`config.mk`:
```
export PLATFORM = sky130hd
export DESIGN_NAME = pack_presence_fault_monitor
export DESIGN_NICKNAME = d
export VERILOG_FILES = /design/src/shared/pack_monitor_pkg.sv /design/src/rtl/ms_tick_divider.sv /design/src/rtl/pack_presence_fault_monitor.sv
export SDC_FILE = /design/constraint.sdc
export NUM_CORES = 1
export LEC_CHECK = 0
export BUFFER_PORTS_ARGS = -buffer_cell sky130_fd_sc_hd__buf_2
export CAP_MARGIN = 20
export CORE_UTILIZATION = 50
export CTS_CLUSTER_SIZE = 25
export DETAILED_ROUTE_END_ITERATION = 8
export GPL_ROUTABILITY_DRIVEN = 0
export PLACE_DENSITY = 0.72
export SLEW_MARGIN = 20
export SYNTH_ARGS = -nofsm -noshare
export SYNTH_HDL_FRONTEND = slang
export SYNTH_SLANG_ARGS = --single-unit
```
`constraint.sdc`:
```
create_clock -name aclk -period 7.2 [get_ports aclk]
set_input_delay 0.36 -clock aclk [delete_from_list [all_inputs] [get_ports aclk]]
set_output_delay 0.36 -clock aclk [all_outputs]
set_load 0.01 [all_outputs]
```
`src/shared/pack_monitor_pkg.sv`:
```
// Package of constants, register map and carrier types for the pack monitor
package pack_monitor_pkg;

    // ****************************************************************
    // Register byte offsets
    // ****************************************************************
    localparam logic [7:0] CTRL_OFS      = 8'h00; // Mode and command bits
    localparam logic [7:0] STATUS_OFS    = 8'h04; // Live state, read only
    localparam logic [7:0] IRQ_STAT_OFS  = 8'h08; // Sticky events, write one to clear
    localparam logic [7:0] IRQ_MASK_OFS  = 8'h0C; // Interrupt enables
    localparam logic [7:0] SLEEP_PER_OFS = 8'h10; // Sleep sampling period in ms
    localparam logic [7:0] THERM_OFS     = 8'h14; // Thermistor pull-up enables
    localparam logic [7:0] LED_OFS       = 8'h18; // LED sink enables
    localparam logic [7:0] CRIT_OFS      = 8'h1C; // Permanent criterion enables

    // ****************************************************************
    // Control register fields
    // ****************************************************************
    localparam int CTRL_FUSE_CMD_BIT = 0;  // Command fuse blow, sticky until reset
    localparam int CTRL_PRECHG_BIT   = 1;  // Precharge path request
    localparam int CTRL_CAL_DONE_BIT = 2;  // Firmware signals offset calibration done
    localparam int CTRL_WAKE_BIT     = 3;  // Force return to active mode

    // ****************************************************************
    // Status and event fields
    // ****************************************************************
    localparam int EV_INST_CHG  = 0;       // Presence changed, averaged outside sleep
    localparam int EV_SLEEP     = 1;       // Entered sleep
    localparam int EV_CAL_REQ   = 2;       // Bus lines low, calibration wanted
    localparam int EV_FUSE      = 3;       // Fuse drive asserted
    localparam int EV_SEC_PROT  = 4;       // Secondary protector fired
    localparam int EV_THERM     = 5;       // Safety thermistor trip latched
    localparam int EV_W         = 6;

    // ****************************************************************
    // Reset values and timing
    // ****************************************************************
    localparam logic [15:0] SLEEP_PER_RST = 16'h03E8; // 1000 ms
    localparam int CLK_HZ          = 20_000_000;
    localparam int MS_CYCLES       = CLK_HZ / 1000;   // Cycles in one millisecond
    localparam int ACTIVE_PER_MS   = 250;             // Active pulse interval
    localparam int PULSE_MS        = 5;               // Pull-up pulse length
    localparam int AVG_SAMPLES     = 4;               // Presence samples averaged

    // ****************************************************************
    // Types
    // ****************************************************************
    typedef enum logic [1:0] {MODE_ACTIVE, MODE_CAL, MODE_SLEEP} mode_e;

    typedef struct packed {
        logic pullup_on;    // Presence pull-up drive
        logic pulldown_on;  // Presence pull-down drive
        logic sample;       // One-cycle sample strobe
    } pin_drive_s;

endpackage : pack_monitor_pkg

```
`src/rtl/ms_tick_divider.sv`:
```
// Millisecond tick divider producing a one-cycle enable
`timescale 1ns/10ps
module ms_tick_divider #(
    parameter int DIV = 20000                 // Cycles per tick
) (
    input  wire logic aclk,
    input  wire logic aresetn,
    output logic      tick
);
    logic [31:0] cnt_q;                       // Cycle counter

    // Count up from one: first tick lines up with pin registers
    always_ff @(posedge aclk) begin
        if (!aresetn) begin
            cnt_q <= 32'h1;
            tick  <= 1'b0;
        end else if (cnt_q >= 32'(DIV - 1)) begin
            cnt_q <= 32'h0;
            tick  <= 1'b1;
        end else begin
            cnt_q <= cnt_q + 32'h1;
            tick  <= 1'b0;
        end
    end
endmodule : ms_tick_divider

```
`src/rtl/pack_presence_fault_monitor.sv`:
```
// Pack presence, sleep entry and safety output control with AXI4-Lite registers
// Functional notes
// - Active: 5 ms pull-up per 250 ms
// - Presence decided from four-sample average, from each single pulse in sleep
// - Sleep: pulse at configurable sleep period
// - Idle: pull-down on, pull-up off
// - Bus lines low: calibrate, then sleep
// - Fuse drive on criterion violation or command
// - Fuse pin read back as protector status
// - Thermistor trip latched until power-on reset
// - Per-thermistor pull-up enable under firmware
// - Precharge gate for low voltage/temperature
// - Three LED constant-current sink enables
`timescale 1ns/10ps
module pack_presence_fault_monitor
    import pack_monitor_pkg::*;
#(
    parameter int MS_DIV   = pack_monitor_pkg::MS_CYCLES, // Cycles per millisecond
    parameter int N_THERM  = 4,                           // Thermistor inputs
    parameter int N_LED    = 3,                           // LED sinks
    parameter int N_CRIT   = 8                            // Permanent criteria
) (
    input  wire logic               aclk,
    input  wire logic               aresetn,
    // AXI4-Lite slave
    input  wire logic [7:0]         s_axi_awaddr,
    input  wire logic               s_axi_awvalid,
    output logic                    s_axi_awready,
    input  wire logic [31:0]        s_axi_wdata,
    input  wire logic [3:0]         s_axi_wstrb,
    input  wire logic               s_axi_wvalid,
    output logic                    s_axi_wready,
    output logic [1:0]              s_axi_bresp,
    output logic                    s_axi_bvalid,
    input  wire logic               s_axi_bready,
    input  wire logic [7:0]         s_axi_araddr,
    input  wire logic               s_axi_arvalid,
    output logic                    s_axi_arready,
    output logic [31:0]             s_axi_rdata,
    output logic [1:0]              s_axi_rresp,
    output logic                    s_axi_rvalid,
    input  wire logic               s_axi_rready,
    // Pack pins
    input  wire logic               pack_present_n,
    output logic                    presence_pullup_on,
    output logic                    presence_pulldown_on,
    input  wire logic               bus_clk_in,
    input  wire logic               bus_data_in,
    input  wire logic [N_CRIT-1:0]  crit_violation,
    output logic                    analog_fuse_out,
    output logic                    analog_fuse_oe_n,
    input  wire logic               analog_fuse_in,
    input  wire logic               safety_thermistor_sense,
    output logic                    safety_thermistor_enable,
    output logic [N_THERM-1:0]      thermistor_drive,
    input  wire logic               low_batt_or_temp,
    output logic                    precharge_gate,
    output logic [N_LED-1:0]        led_sink,
    input  wire logic               display_request_n,
    output logic                    irq
);
    // ****************************************************************
    // Declarations
    // ****************************************************************
    logic               ms_tick;             // One-millisecond enable
    mode_e              mode_q;              // Power mode
    logic [15:0]        ms_cnt_q;            // Millisecond phase in interval
    logic [15:0]        sleep_per_q;         // Sleep sampling period
    pin_drive_s         drv;                 // Presence drive decode
    logic [2:0]         low_sum_q;           // Low samples in current group
    logic [1:0]         grp_cnt_q;           // Samples taken in group
    logic               present_q;           // Presence, averaged outside sleep
    logic [EV_W-1:0]    ev_stat_q;           // Sticky events
    logic [EV_W-1:0]    ev_mask_q;           // Event mask
    logic [EV_W-1:0]    ev_set;              // Event pulses this cycle
    logic [3:0]         ctrl_q;              // Control bits
    logic [N_THERM-1:0] therm_en_q;          // Thermistor pull-up enables
    logic [N_LED-1:0]   led_en_q;            // LED enables
    logic [N_CRIT-1:0]  crit_en_q;           // Criterion enables
    logic               fuse_q;              // Fuse drive latch
    logic               therm_trip_q;        // Thermistor fault latch
    logic               sec_prot_q;          // Protector state seen
    logic [7:0]         aw_addr_q;           // Captured write address
    logic               aw_have_q;           // Write address held
    logic [31:0]        w_data_q;            // Captured write data
    logic               w_have_q;            // Write data held
    logic               wr_fire;             // Write commits this cycle
    logic [31:0]        rd_word;             // Read mux
    logic               inst_chg;            // Presence changed pulse
    logic [15:0]        per_ms;              // Current interval

    // ****************************************************************
    // Millisecond timebase
    // ****************************************************************
    ms_tick_divider #(
        .DIV (MS_DIV)
    ) u_ms (
        .aclk    (aclk),
        .aresetn (aresetn),
        .tick    (ms_tick)
    );

    // ****************************************************************
    // Presence pulse sequencing
    // ****************************************************************
    // Interval depends on mode; sleep uses the software period
    assign per_ms = (mode_q == MODE_SLEEP) ? sleep_per_q : 16'(ACTIVE_PER_MS);

    // Pulse phase; calibration lets a pulse end
    always_ff @(posedge aclk) begin
        if (!aresetn) begin
            ms_cnt_q <= 16'h0;
        end else if (mode_q == MODE_CAL && ms_cnt_q >= 16'(PULSE_MS)) begin
            ms_cnt_q <= 16'(PULSE_MS);
        end else if (ms_tick) begin
            // Wrap; a period shorter than the pulse still gives a full pulse
            if (ms_cnt_q + 16'h1 >= per_ms && ms_cnt_q + 16'h1 >= 16'(PULSE_MS)) begin
                ms_cnt_q <= 16'h0;
            end else begin
                ms_cnt_q <= ms_cnt_q + 16'h1;
            end
        end
    end

    // Pull-up during the first 5 ms, pull-down otherwise
    always_comb begin
        drv.pullup_on   = ms_cnt_q < 16'(PULSE_MS);
        drv.pulldown_on = !drv.pullup_on;
        // Sample in the last cycle before the pull-up goes away
        drv.sample      = drv.pullup_on && ms_tick
                          && (ms_cnt_q == 16'(PULSE_MS - 1));
    end

    // Registered pin drives
    always_ff @(posedge aclk) begin
        if (!aresetn) begin
            presence_pullup_on   <= 1'b0;
            presence_pulldown_on <= 1'b1;
        end else begin
            presence_pullup_on   <= drv.pullup_on;
            presence_pulldown_on <= drv.pulldown_on;
        end
    end

    // ****************************************************************
    // Presence averaging
    // ****************************************************************
    // A low sample means present
    always_ff @(posedge aclk) begin
        if (!aresetn) begin
            low_sum_q <= 3'h0;
            grp_cnt_q <= 2'h0;
            present_q <= 1'b0;
            inst_chg  <= 1'b0;
        end else begin
            inst_chg <= 1'b0;
            if (drv.sample) begin
                if (mode_q == MODE_SLEEP) begin
                    // Sleep decides from each single pulse
                    present_q <= !pack_present_n;
                    inst_chg  <= (present_q == pack_present_n);
                    low_sum_q <= 3'h0;
                    grp_cnt_q <= 2'h0;
                end else if (grp_cnt_q == 2'(AVG_SAMPLES - 1)) begin
                    // Average of four: majority low, tie counts as low
                    present_q <= (low_sum_q + 3'(!pack_present_n)) >= 3'h2;
                    inst_chg  <= present_q !=
                                 ((low_sum_q + 3'(!pack_present_n)) >= 3'h2);
                    low_sum_q <= 3'h0;
                    grp_cnt_q <= 2'h0;
                end else begin
                    low_sum_q <= low_sum_q + 3'(!pack_present_n);
                    grp_cnt_q <= grp_cnt_q + 2'h1;
                end
            end
        end
    end

    // ****************************************************************
    // Power mode
    // ****************************************************************
    // Bus lines low: calibrate, then sleep
    always_ff @(posedge aclk) begin
        if (!aresetn) begin
            mode_q <= MODE_ACTIVE;
        end else begin
            unique case (mode_q)
                MODE_ACTIVE: begin
                    if (!bus_clk_in && !bus_data_in) begin
                        mode_q <= MODE_CAL;
                    end
                end
                MODE_CAL: begin
                    // Sleep only after firmware reports calibration done
                    if (ctrl_q[CTRL_CAL_DONE_BIT]) begin
                        mode_q <= MODE_SLEEP;
                    end
                end
                MODE_SLEEP: begin
                    if (bus_clk_in || bus_data_in || ctrl_q[CTRL_WAKE_BIT]) begin
                        mode_q <= MODE_ACTIVE;
                    end
                end
            endcase
        end
    end

    // ****************************************************************
    // Safety latches and outputs
    // ****************************************************************
    // Fuse and thermistor faults hold until the power-on reset
    always_ff @(posedge aclk) begin
        if (!aresetn) begin
            fuse_q       <= 1'b0;
            therm_trip_q <= 1'b0;
            sec_prot_q   <= 1'b0;
        end else begin
            if (|(crit_violation & crit_en_q) || ctrl_q[CTRL_FUSE_CMD_BIT]) begin
                fuse_q <= 1'b1;
            end
            if (safety_thermistor_sense) begin
                therm_trip_q <= 1'b1;
            end
            // Pin shows the protector only while undriven
            sec_prot_q <= analog_fuse_in && !fuse_q;
        end
    end

    // Registered pin outputs
    always_ff @(posedge aclk) begin
        if (!aresetn) begin
            analog_fuse_out          <= 1'b0;
            analog_fuse_oe_n         <= 1'b1;
            safety_thermistor_enable <= 1'b0;
            thermistor_drive         <= '0;
            precharge_gate           <= 1'b0;
            led_sink                 <= '0;
        end else begin
            analog_fuse_out          <= fuse_q;
            analog_fuse_oe_n         <= !fuse_q;
            safety_thermistor_enable <= 1'b1;
            thermistor_drive         <= therm_en_q;
            precharge_gate <= ctrl_q[CTRL_PRECHG_BIT] && low_batt_or_temp;
            // Sinks on only while display requested
            led_sink <= display_request_n ? '0 : led_en_q;
        end
    end

    // ****************************************************************
    // Interrupts
    // ****************************************************************
    assign ev_set[EV_INST_CHG] = inst_chg;
    assign ev_set[EV_SLEEP]    = (mode_q == MODE_CAL) && ctrl_q[CTRL_CAL_DONE_BIT];
    assign ev_set[EV_CAL_REQ]  = (mode_q == MODE_ACTIVE) && !bus_clk_in && !bus_data_in;
    assign ev_set[EV_FUSE]     = |(crit_violation & crit_en_q) || ctrl_q[CTRL_FUSE_CMD_BIT];
    assign ev_set[EV_SEC_PROT] = analog_fuse_in && !fuse_q;
    assign ev_set[EV_THERM]    = safety_thermistor_sense;

    // Sticky status; set wins over write-one-clear
    always_ff @(posedge aclk) begin
        if (!aresetn) begin
            ev_stat_q <= '0;
            irq       <= 1'b0;
        end else begin
            if (wr_fire && aw_addr_q == IRQ_STAT_OFS) begin
                ev_stat_q <= (ev_stat_q & ~w_data_q[EV_W-1:0]) | ev_set;
            end else begin
                ev_stat_q <= ev_stat_q | ev_set;
            end
            irq <= |(ev_stat_q & ev_mask_q);
        end
    end

    // ****************************************************************
    // AXI4-Lite write path
    // ****************************************************************
    assign wr_fire = aw_have_q && w_have_q && !s_axi_bvalid;

    // Take address and data in either order
    always_ff @(posedge aclk) begin
        if (!aresetn) begin
            aw_have_q     <= 1'b0;
            w_have_q      <= 1'b0;
            aw_addr_q     <= 8'h00;
            w_data_q      <= 32'h0;
            s_axi_awready <= 1'b0;
            s_axi_wready  <= 1'b0;
            s_axi_bvalid  <= 1'b0;
            s_axi_bresp   <= 2'h0;
        end else begin
            s_axi_awready <= !aw_have_q && !s_axi_awready && !s_axi_bvalid;
            s_axi_wready  <= !w_have_q && !s_axi_wready && !s_axi_bvalid;
            if (s_axi_awvalid && s_axi_awready) begin
                aw_have_q <= 1'b1;
                aw_addr_q <= s_axi_awaddr;
                s_axi_awready <= 1'b0;
            end
            if (s_axi_wvalid && s_axi_wready) begin
                w_have_q <= 1'b1;
                w_data_q <= s_axi_wdata & {{8{s_axi_wstrb[3]}}, {8{s_axi_wstrb[2]}},
                                           {8{s_axi_wstrb[1]}}, {8{s_axi_wstrb[0]}}};
                s_axi_wready <= 1'b0;
            end
            if (wr_fire) begin
                aw_have_q    <= 1'b0;
                w_have_q     <= 1'b0;
                s_axi_bvalid <= 1'b1;
                // Unmapped address gets SLVERR
                s_axi_bresp  <= (aw_addr_q > CRIT_OFS || aw_addr_q[1:0] != 2'h0)
                                ? 2'h2 : 2'h0;
            end else if (s_axi_bvalid && s_axi_bready) begin
                s_axi_bvalid <= 1'b0;
            end
        end
    end

    // Register writes
    always_ff @(posedge aclk) begin
        if (!aresetn) begin
            ctrl_q      <= 4'h0;
            ev_mask_q   <= '0;
            sleep_per_q <= SLEEP_PER_RST;
            therm_en_q  <= '0;
            led_en_q    <= '0;
            crit_en_q   <= '0;
        end else if (wr_fire) begin
            unique case (aw_addr_q)
                CTRL_OFS:      ctrl_q      <= w_data_q[3:0];
                IRQ_MASK_OFS:  ev_mask_q   <= w_data_q[EV_W-1:0];
                SLEEP_PER_OFS: sleep_per_q <= w_data_q[15:0];
                THERM_OFS:     therm_en_q  <= w_data_q[N_THERM-1:0];
                LED_OFS:       led_en_q    <= w_data_q[N_LED-1:0];
                CRIT_OFS:      crit_en_q   <= w_data_q[N_CRIT-1:0];
                default:       ;
            endcase
        end else if (mode_q == MODE_SLEEP) begin
            // Calibration-done and wake are one-shot handshakes
            ctrl_q[CTRL_CAL_DONE_BIT] <= 1'b0;
            ctrl_q[CTRL_WAKE_BIT]     <= 1'b0;
        end
    end

    // ****************************************************************
    // AXI4-Lite read path
    // ****************************************************************
    always_comb begin
        rd_word = 32'h0;
        unique case (s_axi_araddr)
            CTRL_OFS:      rd_word[3:0]         = ctrl_q;
            STATUS_OFS:    rd_word[7:0]         = {1'b0, mode_q == MODE_SLEEP,
                                                   therm_trip_q, sec_prot_q, fuse_q,
                                                   mode_q == MODE_CAL, present_q,
                                                   presence_pullup_on};
            IRQ_STAT_OFS:  rd_word[EV_W-1:0]    = ev_stat_q;
            IRQ_MASK_OFS:  rd_word[EV_W-1:0]    = ev_mask_q;
            SLEEP_PER_OFS: rd_word[15:0]        = sleep_per_q;
            THERM_OFS:     rd_word[N_THERM-1:0] = therm_en_q;
            LED_OFS:       rd_word[N_LED-1:0]   = led_en_q;
            CRIT_OFS:      rd_word[N_CRIT-1:0]  = crit_en_q;
            default:       rd_word              = 32'h0;
        endcase
    end

    // Address accepted and answered one cycle later
    always_ff @(posedge aclk) begin
        if (!aresetn) begin
            s_axi_arready <= 1'b0;
            s_axi_rvalid  <= 1'b0;
            s_axi_rdata   <= 32'h0;
            s_axi_rresp   <= 2'h0;
        end else begin
            s_axi_arready <= !s_axi_rvalid && !s_axi_arready;
            if (s_axi_arvalid && s_axi_arready) begin
                s_axi_arready <= 1'b0;
                s_axi_rvalid  <= 1'b1;
                s_axi_rdata   <= rd_word;
                s_axi_rresp   <= (s_axi_araddr > CRIT_OFS || s_axi_araddr[1:0] != 2'h0)
                                 ? 2'h2 : 2'h0;
            end else if (s_axi_rvalid && s_axi_rready) begin
                s_axi_rvalid <= 1'b0;
            end
        end
    end

endmodule : pack_presence_fault_monitor

```
==> results of run 1 <==
## power by group through the flow
stage | Sequential (mW) | Combinational, mW | Clock, mW
after floorplan | 1.00 | 0.0956 | 0
after global placement | 1.01 | 0.129 | 0
after detailed placement | 1.01 | 0.130 | 0
after CTS | 0.991 | 0.132 | 0.987
after global routing | 0.994 | 0.148 | 1.03
final | 0.991 | 0.132 | 0.976
## logic make-up after synthesis
group,count (synthesis),synth area share
AO/OA/AOI/OAI,163,0.124
other,1,0.000477
AND/OR/NAND/NOR,419,0.259
multiplexers,27,0.0366
buffers and inverters,96,0.0602
flip-flops,171,0.435
XOR/XNOR,33,0.0377
adder cells (fa/ha/maj),29,0.0458
## flip-flops by register name, summed over array words and instances (netlist names), 4 cells and up
name / cells
ms_cnt_q: 16
therm_en_q: 4
ev_stat_q: 6
sleep_per_q: 16
ctrl_q: 4
w_data_q: 16
aw_addr_q: 8
crit_en_q: 8
u_ms.cnt_q: 32
s_axi_rdata: 16
thermistor_drive: 4
ev_mask_q: 6
## routing by layer
metal  vias up  global-route usage
met4         0              0.0763
li1       3341                   -
met1      3049               0.314
met5         -                   0
met2       199               0.385
met3        29              0.0528
## worst paths after layout
kind	cells past startpoint	end	from	slack, ns
setup reg to reg	13	ms_cnt_q[3]$_SDFFE_PP0P_	ms_cnt_q[0]$_SDFFE_PN0P_	3.35
hold / removal	2	precharge_gate$_SDFF_PN0_	low_batt_or_temp	0.16
setup / recovery	13	ms_cnt_q[3]$_SDFFE_PP0P_	ms_cnt_q[0]$_SDFFE_PN0P_	3.35
hold reg to reg	2	s_axi_rdata[9]$_SDFFE_PN0P_	s_axi_rdata[9]$_SDFFE_PN0P_	0.45
## worst max-delay path, stage by stage, from the launching register on
cell and delay (ns):
dfxtp_1 0.54, ha_1 0.31, and3_1 0.36, nand2_4 0.09, nor3_1 0.33, nand2_1 0.14, xnor2_1 0.29, ha_1 0.30
o21ai_0 0.13, o21ai_0 0.09, a221o_1 0.34, a31oi_2 0.36, a311oi_4 0.16, nor4_1 0.31
## cell type report
type | count | area, um2 | area share
Sequential cell | 171 | 3420 | 0.382
Tap cell | 211 | 264 | 0.0294
Multi-Input combinational cell | 706 | 4100 | 0.457
Clock inverter | 13 | 188 | 0.0209
Inverter | 20 | 75.1 | 0.00837
Timing Repair Buffer | 94 | 475 | 0.0530
Clock buffer | 19 | 443 | 0.0494
## placed cells by master, fill, tap and decap left out, types with 10 or more instances in the layout
master and count:
a21oi_1 83, conb_1 35, nand2_1 149, nor4_1 19, nand3_1 67, buf_2 92
xor2_1 16, and2_1 11, nor2_1 93, o21ai_0 30, clkbuf_16 17, a22oi_1 10
mux2i_1 22, ha_1 28, xnor2_1 16, nor3_1 19, inv_1 17, dfxtp_1 171
==> run metrics, run 1 <==
DRT iter0 DRCs 517; P_sw 0.491 mW; worst-margin pin slew 0.878 ns; Final period util 0.535; critical path data required time 7.52 ns; H-tree depth 4; Min Hold Slack 0.165 ns; RSZ-0062 raised after global routing false; WL met3 1040 um; Synth cell types 69; Flop pwr share 0.472; number of top-level pins 129; leakage 3.71 nW; Worst Path Max Fanout 9; vias per inst 5.36; Setup WS post-layout 3.35 ns; first drt pass iteration count 5; Clock Tree Root clkbuf_16; top-count cell post-synth dfxtp_1; post-synthesis sequential area ratio 0.435; Pwr Total 2.10 mW; Hold Vio Cnt, Final 0; Hold Buf Count CTS 0; CTS tree yes; clock power share 0.465; Critical Path AT 4.17 ns; cell area power density 234 nW/um2; switching part of the total power 0.234; EDFF count, synth 0; nets 1112; largest net degree at the start of global routing 52; Startpoint Class flip-flop; placed instance count 1202; met1 wire length 8640 um; Yosys top cell by area dfxtp_1; Num CTS Buffers 17; max_slew headroom 0.414; crit path kind flip-flop to flip-flop; leading post-synthesis cells by cell area dfxtp_1 44%, nand2_1 7.1%, a21oi_1 5.3%; Place WS 3.44 ns; Syn Area/Cell 8.37 um2; Die Area 16200 um2; Final Cell Area 8970 um2; post-route ant nets 0; fmax 260 MHz; Hold Path Class input pin to flip-flop; die width 127 um; Yosys warning count 0; Cells after Synth 939; WL/cell 15.1 um; Synth top area share 0.435; Cell Area, Synth 7860 um2; Remaining DRCs 0; HPWL Detailed 13200 um; clk_skew 0.0105 ns; post-CTS sizing 0; GRT overflow 0; number of max-cap violations 0; vias in the first global route 6064; placed cell areas 8340 um2; utilization after layout 0.588; CTS sink count 171; Clock Latency Late Sink 0.42 ns; # diodes 0; Final setup viols 0; pins over their slew limit 0; initial antenna violation count 0; Period minus WS final 3.85 ns; drt total wl 18600 um; internal power 1.61 mW; synth cell count leaders 171 x dfxtp_1, 149 x nand2_1, 94 x nor2_1; share of cells above drive strength 1 0.151; Sum Neg Setup Slack 0 ns; postcts setup bufs 0; uppermost layer routed met4; Worst-path clk slew 0.06 ns; core area 15300 um2; Critical Path End Type flip-flop; die height 127 um; Synth async-reset ratio 0; worst-case clock buffer depth 2; register bit total from synthesis 171; Fillers 1404; outcome finished, final reports clean; Starting Density 0.515; Comb pwr share 0.063; Std-Cell Rows 45; GRT Resource Usage Total 0.238; routed wl met2 8600 um; PortBufs 92; non-filler cells, final 1234; Synth Flop Type dfxtp_1; Peak VDD IR 226 uV; Area Growth Syn to Fin 14.1%; via count 6618; first-pass GRT wire length 30100 um
Note: power is estimated with default switching activity, not from simulation.
==> run 2, diff against run 1 <==
--- a/config.mk
+++ b/config.mk
@@ -11,7 +11,7 @@
 export CTS_CLUSTER_SIZE = 25
 export DETAILED_ROUTE_END_ITERATION = 8
 export GPL_ROUTABILITY_DRIVEN = 0
-export PLACE_DENSITY = 0.72
+export PLACE_DENSITY = 0.75
 export SLEW_MARGIN = 20
 export SYNTH_ARGS = -nofsm -noshare
 export SYNTH_HDL_FRONTEND = slang
==> constraint.sdc (replaced) <==
create_clock -name aclk -period 3.2 [get_ports aclk]
set_input_delay 0.16 -clock aclk [delete_from_list [all_inputs] [get_ports aclk]]
set_output_delay 0.16 -clock aclk [all_outputs]
set_load 0.01 [all_outputs]
==> run 2 against run 1 <==
Via count is 6.1% higher. Total power up 110%. Utilization up 3.1 points. Sequential cell count unchanged. Largest cell class unchanged. Design area increased by 5.3%. Critical path depth stayed put. Largest power group unchanged. Sequential share of layout area decreased by 1.9 points. Non-clock buffer count up 53. First-iteration DRC count is 18% higher.
==> run metrics, run 2 (same netlist as run 1, synthesis figures left out) <==
pins over their slew limit 0 (unchanged); internal power 3.34 mW (+110%); Worst-path clk slew 0.07 ns (about the same); Period minus WS final 3.03 ns (-0.826 ns); Die Area 16200 um2 (unchanged); largest net degree at the start of global routing 62 (+19%); Critical Path AT 3.36 ns (-0.81 ns); number of flip-flops in the largest register 32 (unchanged); Worst Reg-to-Reg Cells 13 (unchanged); Hold Path Class input pin to flip-flop; utilization after layout 0.619 (+0.0311); outcome finished, final reports clean; Peak VDD IR 510 uV (+130%); first-pass GRT wire length 31600 um (+5.0%); Fillers 1313 (-6.5%); CTS sink count 171 (unchanged); Reg-to-Reg End ms_cnt_q[5]$_SDFFE_PP0P_; initial antenna violation count 0 (unchanged); placed cell areas 8550 um2 (+2.6%); P_sw 1.15 mW (+130%); Min Hold Slack 0.00771 ns (-0.157 ns); GRT Resource Usage Total 0.247 (+0.00996); placed instance count 1229 (+2.2%); Critical Path End Type flip-flop; worst-margin pin slew 0.687 ns (-0.191 ns); vias per inst 5.45 (+1.6%); number of max-cap violations 0 (unchanged); Sum Neg Setup Slack 0 ns (unchanged); R2R Setup Slk 0.17 ns (-3.17 ns); Place WS -0.0736 ns (-3.52 ns); Worst Path Max Fanout 7 (-2); Setup WS post-layout 0.173 ns (-3.17 ns); share of cells above drive strength 1 0.181 (+0.0305); Num CTS Buffers 17 (unchanged); Area Growth Syn to Fin 20.1%; cell area power density 475 nW/um2 (+100%); GRT overflow 0 (unchanged); die height 127 um (unchanged); Remaining DRCs 0 (unchanged); DRT iter0 DRCs 612 (+18%); Worst Hold Path EP w_data_q[3]$_SDFFE_PN0P_; leakage 3.96 nW (+6.8%); Clock Tree Root clkbuf_16; core area 15300 um2 (unchanged); Flop pwr share 0.495 (+0.023); most common cell after layout, fill and taps aside dfxtp_1; # diodes 0 (unchanged); WL/cell 15.4 um (+1.6%); Clock Latency Late Sink 0.43 ns (about the same); Startpoint Class flip-flop; vias in the first global route 6346 (+4.7%); Final Cell Area 9440 um2 (+5.3%); clock power share 0.429 (-0.036); die width 127 um (unchanged); nets 1166 (+4.9%); RSZ-0062 raised after global routing true; crit path kind flip-flop to flip-flop; first drt pass iteration count 5 (unchanged); via count 7020 (+6.1%); Hold Vio Cnt, Final 0 (unchanged); Final period util 0.946 (+0.411); most frequent cells in the layout 168 x dfxtp_1, 149 x nand2_1, 94 x nor2_1; CTS tree yes; Std-Cell Rows 45 (unchanged); post-route ant nets 0 (unchanged); drt total wl 19800 um (+6.1%); worst-case clock buffer depth 2 (unchanged); Comb pwr share 0.076 (+0.013); HPWL Detailed 13500 um (+2.9%); worst r2r src ms_cnt_q[0]$_SDFFE_PN0P_; Pwr Total 4.49 mW (+110%); clk_skew 0.00877 ns (-0.00175 ns); Top reg by flops u_ms.cnt_q; hold depth 3 (+1); critical path data required time 3.53 ns (-3.99 ns); Worst Hold Launch s_axi_wdata[3]; PortBufs 92 (unchanged); H-tree depth 4 (unchanged); non-filler cells, final 1288 (+4.4%); max_slew headroom 0.541 (+0.127); fmax 330 MHz (+27%); Starting Density 0.515 (unchanged); number of top-level pins 129 (unchanged); Final setup viols 0 (unchanged); switching part of the total power 0.255 (+0.0212)
-- run 2: power groups by stage --
| stage | Combinational (mW) | Sequential, mW | Clock (mW) |
|---|---|---|---|
| after floorplan | 0.215 | 2.26 | 0 |
| after global placement | 0.303 | 2.27 | 0 |
| after detailed placement | 0.307 | 2.27 | 0 |
| after CTS | 0.330 | 2.22 | 1.95 |
| after global routing | 0.376 | 2.23 | 2.04 |
| final | 0.340 | 2.22 | 1.93 |
-- run 2: layout make-up --
| class | count | area, um2 | share of cell area |
|---|---|---|---|
| clock inverters | 13 | 108 | 0.0114 |
| inverters | 20 | 75.1 | 0.00795 |
| flip-flops and latches | 171 | 3430 | 0.363 |
| multi-input cells | 707 | 4170 | 0.441 |
| well taps | 211 | 264 | 0.0280 |
| clock buffers | 19 | 443 | 0.0469 |
| repair buffers | 147 | 961 | 0.102 |
-- run 2: timing repair --
item | CTS | global route
pin swaps | 1 | 6
gates resized for setup | 4 | 8
hold endpoints to repair | 23 | 0
hold buffers | 22 | 0
gates cloned | 1 | 0
buffers inserted | 3 | 0
setup endpoints to repair | 12 | 15
-- run 2: how the worst max path moves through the flow --
| stage | end | slack (ns) | cells past startpoint | start |
|---|---|---|---|---|
| floorplan | ms_cnt_q[7]$_SDFFE_PP0P_ | 0.008 | 15 | ms_cnt_q[0]$_SDFFE_PN0P_ |
| detailed placement | ms_cnt_q[7]$_SDFFE_PP0P_ | -0.07 | 13 | ms_cnt_q[2]$_SDFFE_PN0P_ |
| CTS | ms_cnt_q[5]$_SDFFE_PP0P_ | 0.04 | 14 | ms_cnt_q[0]$_SDFFE_PN0P_ |
| global placement | ms_cnt_q[8]$_SDFFE_PP0P_ | 0.07 | 13 | ms_cnt_q[2]$_SDFFE_PN0P_ |
| global route | ms_cnt_q[7]$_SDFFE_PP0P_ | -0.008 | 13 | ms_cnt_q[0]$_SDFFE_PN0P_ |
| finish | ms_cnt_q[5]$_SDFFE_PP0P_ | 0.17 | 13 | ms_cnt_q[0]$_SDFFE_PN0P_ |
-- run 2: worst max-delay path, cell delays in order (launching register included) --
cell and delay [ns]:
dfxtp_1 0.34, buf_4 0.17, nand4_4 0.13, nor4_2 0.25
buf_4 0.16, xor2_1 0.18, ha_1 0.29, a211oi_1 0.21
o21ai_0 0.11, a221o_1 0.36, a31oi_4 0.19, buf_4 0.15
a311oi_4 0.06, nor4_1 0.31
-- run 2: routing by layer --
metal / vias up / part of all wire / GRT usage
met5: - / 0 / 0
met4: 0 / 0.015 / 0.0735
met3: 34 / 0.063 / 0.0519
met2: 240 / 0.48 / 0.419
met1: 3301 / 0.44 / 0.317
li1: 3445 / - / -
==> run 3, diff against run 2 <==
--- a/config.mk
+++ b/config.mk
@@ -5,6 +5,7 @@
 export SDC_FILE = /design/constraint.sdc
 export NUM_CORES = 1
 export LEC_CHECK = 0
+export ABC_AREA = 1
 export BUFFER_PORTS_ARGS = -buffer_cell sky130_fd_sc_hd__buf_2
 export CAP_MARGIN = 20
 export CORE_UTILIZATION = 50
==> run 3 against run 2 <==
Global-route usage decreased by 0.95 points. Critical path depth is 3 higher. Utilization is 2.2 points lower. Critical path type unchanged. Largest cell class unchanged.
==> run metrics, run 3 <==
die height 126 um (-0.73%); Cell Area, Synth 7740 um2 (-1.5%); crit path to ms_cnt_q[9]$_SDFFE_PP0P_; DRT iter0 DRCs 502 (-18%); Final period util 0.886 (-0.0601); most frequent cells in the layout 179 x nand2_1, 171 x dfxtp_1, 124 x inv_1; HPWL Detailed 13100 um (-3.6%); R2R Setup Slk 0.36 ns (+0.19 ns); fmax 353 MHz (+6.8%); Std-Cell Rows 45 (unchanged); synth cell count leaders 179 x nand2_1, 171 x dfxtp_1, 124 x inv_1; leakage 4.01 nW (+1.2%); GRT Resource Usage Total 0.238 (-0.00946); XOR/XNOR Fraction of Synth Area 0.00792 (-0.0298); Synth Flop Type dfxtp_1; cell area power density 512 nW/um2 (+7.8%); worst-case clock buffer depth 2 (unchanged); Syn Area/Cell 7.58 um2 (-9.5%); die width 126 um (-0.73%); worst r2r src ms_cnt_q[1]$_SDFFE_PP0P_; Clock Tree Root clkbuf_16; via count 6943 (-1.1%); Area Growth Syn to Fin 16.8%; Worst Setup SP ms_cnt_q[1]$_SDFFE_PP0P_; Remaining DRCs 0 (unchanged); Hold Vio Cnt, Final 0 (unchanged); Hold Path Class input pin to flip-flop; nets 1238 (+6.2%); max_slew headroom 0.379 (-0.162); Num CTS Buffers 17 (unchanged); Adder-Cell Fraction of Synth Area 0.0452 (-0.000604); Critical Path AT 3.12 ns (-0.24 ns); internal power 3.43 mW (+2.6%); Comb pwr share 0.091 (+0.015); EDFF count, synth 0 (unchanged); Final setup viols 0 (unchanged); peak per-stage delay on the critical path 0.46 ns (+0.10 ns); number of max-cap violations 0 (unchanged); mux cell area share after synthesis 0.00129 (-0.0353); clk_skew 0.00800 ns (-0.000773 ns); Flop pwr share 0.483 (-0.012); initial antenna violation count 0 (unchanged); largest net degree at the start of global routing 62 (unchanged); first drt pass iteration count 5 (unchanged); switching part of the total power 0.260 (+0.00432); Final Cell Area 9040 um2 (-4.3%); Worst Path Max Fanout 16 (+9); slowest cell on the critical path dfxtp_1; non-filler cells, final 1337 (+3.8%); drt total wl 18300 um (-7.4%); placed instance count 1292 (+5.1%); Die Area 16000 um2 (-1.5%); clock power share 0.426 (-0.003); post-CTS sizing 0 (-4); Cells after Synth 1022 (+8.8%); H-tree depth 4 (unchanged); critical path data required time 3.48 ns (-0.05 ns); post-synthesis sequential area ratio 0.442 (+0.00654); PortBufs 92 (unchanged); post-synthesis compound-gate area fraction 0.179 (+0.0544); CTS tree yes; placed cell areas 8350 um2 (-2.4%); GRT overflow 0 (unchanged); first-pass GRT wire length 30200 um (-4.5%); WL/cell 13.7 um (-11%); Synth cell types 47 (-32%); number of top-level pins 129 (unchanged); CP Cell Sequence ha_1 > nand2_2 > nor2_1 > nand4_1 > nand2_1 > inv_1 > ha_1 > nand2_1 > inv_1 > nand3_1 > nor3_1 > nand3_1 > nand3_1 > nand2_4 > nand2_1 > a21oi_1; Yosys warning count 0 (unchanged); vias in the first global route 6327 (-0.30%); Sum Neg Setup Slack 0 ns (unchanged); Reg-to-Reg End ms_cnt_q[9]$_SDFFE_PP0P_; core area 15100 um2 (-0.74%); Period minus WS final 2.84 ns (-0.192 ns); Synth async-reset ratio 0 (unchanged); pins over their slew limit 0 (unchanged); Clock Latency Late Sink 0.43 ns (about the same); register bit total from synthesis 171 (unchanged); combinational family with the most area after synthesis simple AND/OR/NAND/NOR gates; Worst-path clk slew 0.07 ns (about the same); RSZ-0062 raised after global routing false; Peak VDD IR 373 uV (-27%); # diodes 0 (unchanged); worst-margin pin slew 0.929 ns (+0.242 ns); top-count cell post-synth nand2_1; vias per inst 5.19 (-4.7%); Min Hold Slack 0.0115 ns (+0.00374 ns); simple-gate area share of the yosys netlist 0.228 (-0.0316); Critical Path End Type flip-flop; Worst Reg-to-Reg Cells 16 (+3); P_sw 1.20 mW (+5.0%); Yosys top cell by area dfxtp_1; number of flip-flops in the largest register 32 (unchanged); post-route ant nets 0 (unchanged); Synth top area share 0.442 (+0.00654); Fillers 1372 (+4.5%); CTS sink count 171 (unchanged); Starting Density 0.511 (-0.00385); Top reg by flops u_ms.cnt_q; most common cell after layout, fill and taps aside nand2_1; crit path kind flip-flop to flip-flop; Startpoint Class flip-flop; outcome finished, final reports clean; share of cells above drive strength 1 0.145 (-0.0357); leading post-synthesis cells by cell area dfxtp_1 44%, nand2_1 8.7%, a21oi_1 7.0%
run 3: critical path, delay by kind of cell, from the launching register on:
family / cells / cell delay (ns)
flops: 1 / 0.46
compound gates: 1 / 0.06
simple gates: 11 / 1.55
buf+inv: 2 / 0.11
fa+ha+maj: 2 / 0.50
run 3: how the worst min path moves through the flow:
stage	slack (ns)	startpoint	end	cells past startpoint
global route	0.02	s_axi_wdata[10]	w_data_q[10]$_SDFFE_PN0P_	3
floorplan	0.19	aresetn	safety_thermistor_enable$_DFF_P_	0
global placement	0.38	low_batt_or_temp	precharge_gate$_SDFF_PN0_	3
detailed placement	0.39	low_batt_or_temp	precharge_gate$_SDFF_PN0_	3
finish	0.01	s_axi_wdata[10]	w_data_q[10]$_SDFFE_PN0P_	3
CTS	0.006	s_axi_wdata[11]	w_data_q[11]$_SDFFE_PN0P_	3
run 3: final cells by class:
class	instances	area, um2	area share
clock buffers	18	429	0.0475
clock inverters	14	138	0.0152
inverters	126	473	0.0523
multi-input cells	708	3700	0.409
flip-flops and latches	171	3420	0.379
well taps	188	235	0.0260
repair buffers	112	643	0.0711
run 3: logic make-up (layout without fill, tap and decap cells):
logic type | Yosys count | in the layout
XOR/XNOR | 7 | 7
flip-flops | 171 | 171
adder cells (fa/ha/maj) | 28 | 28
multiplexers | 1 | 1
buffers and inverters | 177 | 270
AO/OA/AOI/OAI | 247 | 247
AND/OR/NAND/NOR | 390 | 390
other | 1 | 35
run 3: timing repair:
item | in CTS | in global routing
hold buffers | 13 | 0
hold endpoints to repair | 16 | 0
setup buffers | 0 | 0
run 3: power by group through the flow:
stage / sequential [mW] / combinational, mW / clock, mW
after floorplan: 2.28 / 0.278 / 0
final: 2.24 / 0.421 / 1.98
after detailed placement: 2.28 / 0.402 / 0
after CTS: 2.24 / 0.419 / 2.00
after global routing: 2.24 / 0.476 / 2.09
after global placement: 2.28 / 0.393 / 0
run 3: metal layers:
metal / routed length [um] / vias up / track usage
met3: 1120 / 26 / 0.0519
met4: 225 / 0 / 0.0780
li1: - / 3549 / -
met1: 8550 / 3160 / 0.311
met2: 8430 / 208 / 0.390
met5: 0 / - / 0
run 3: metrics by stage:
stage,power [mW],utilization,worst slack (ns)
4_1_cts,4.66,0.597,0.366
3_5_place_dp,2.69,0.551,0.387
2_1_floorplan,2.56,-,0.684
3_3_place_gp,2.68,0.551,0.499
5_1_grt,4.81,0.597,0.104
6_report,4.63,0.597,0.365
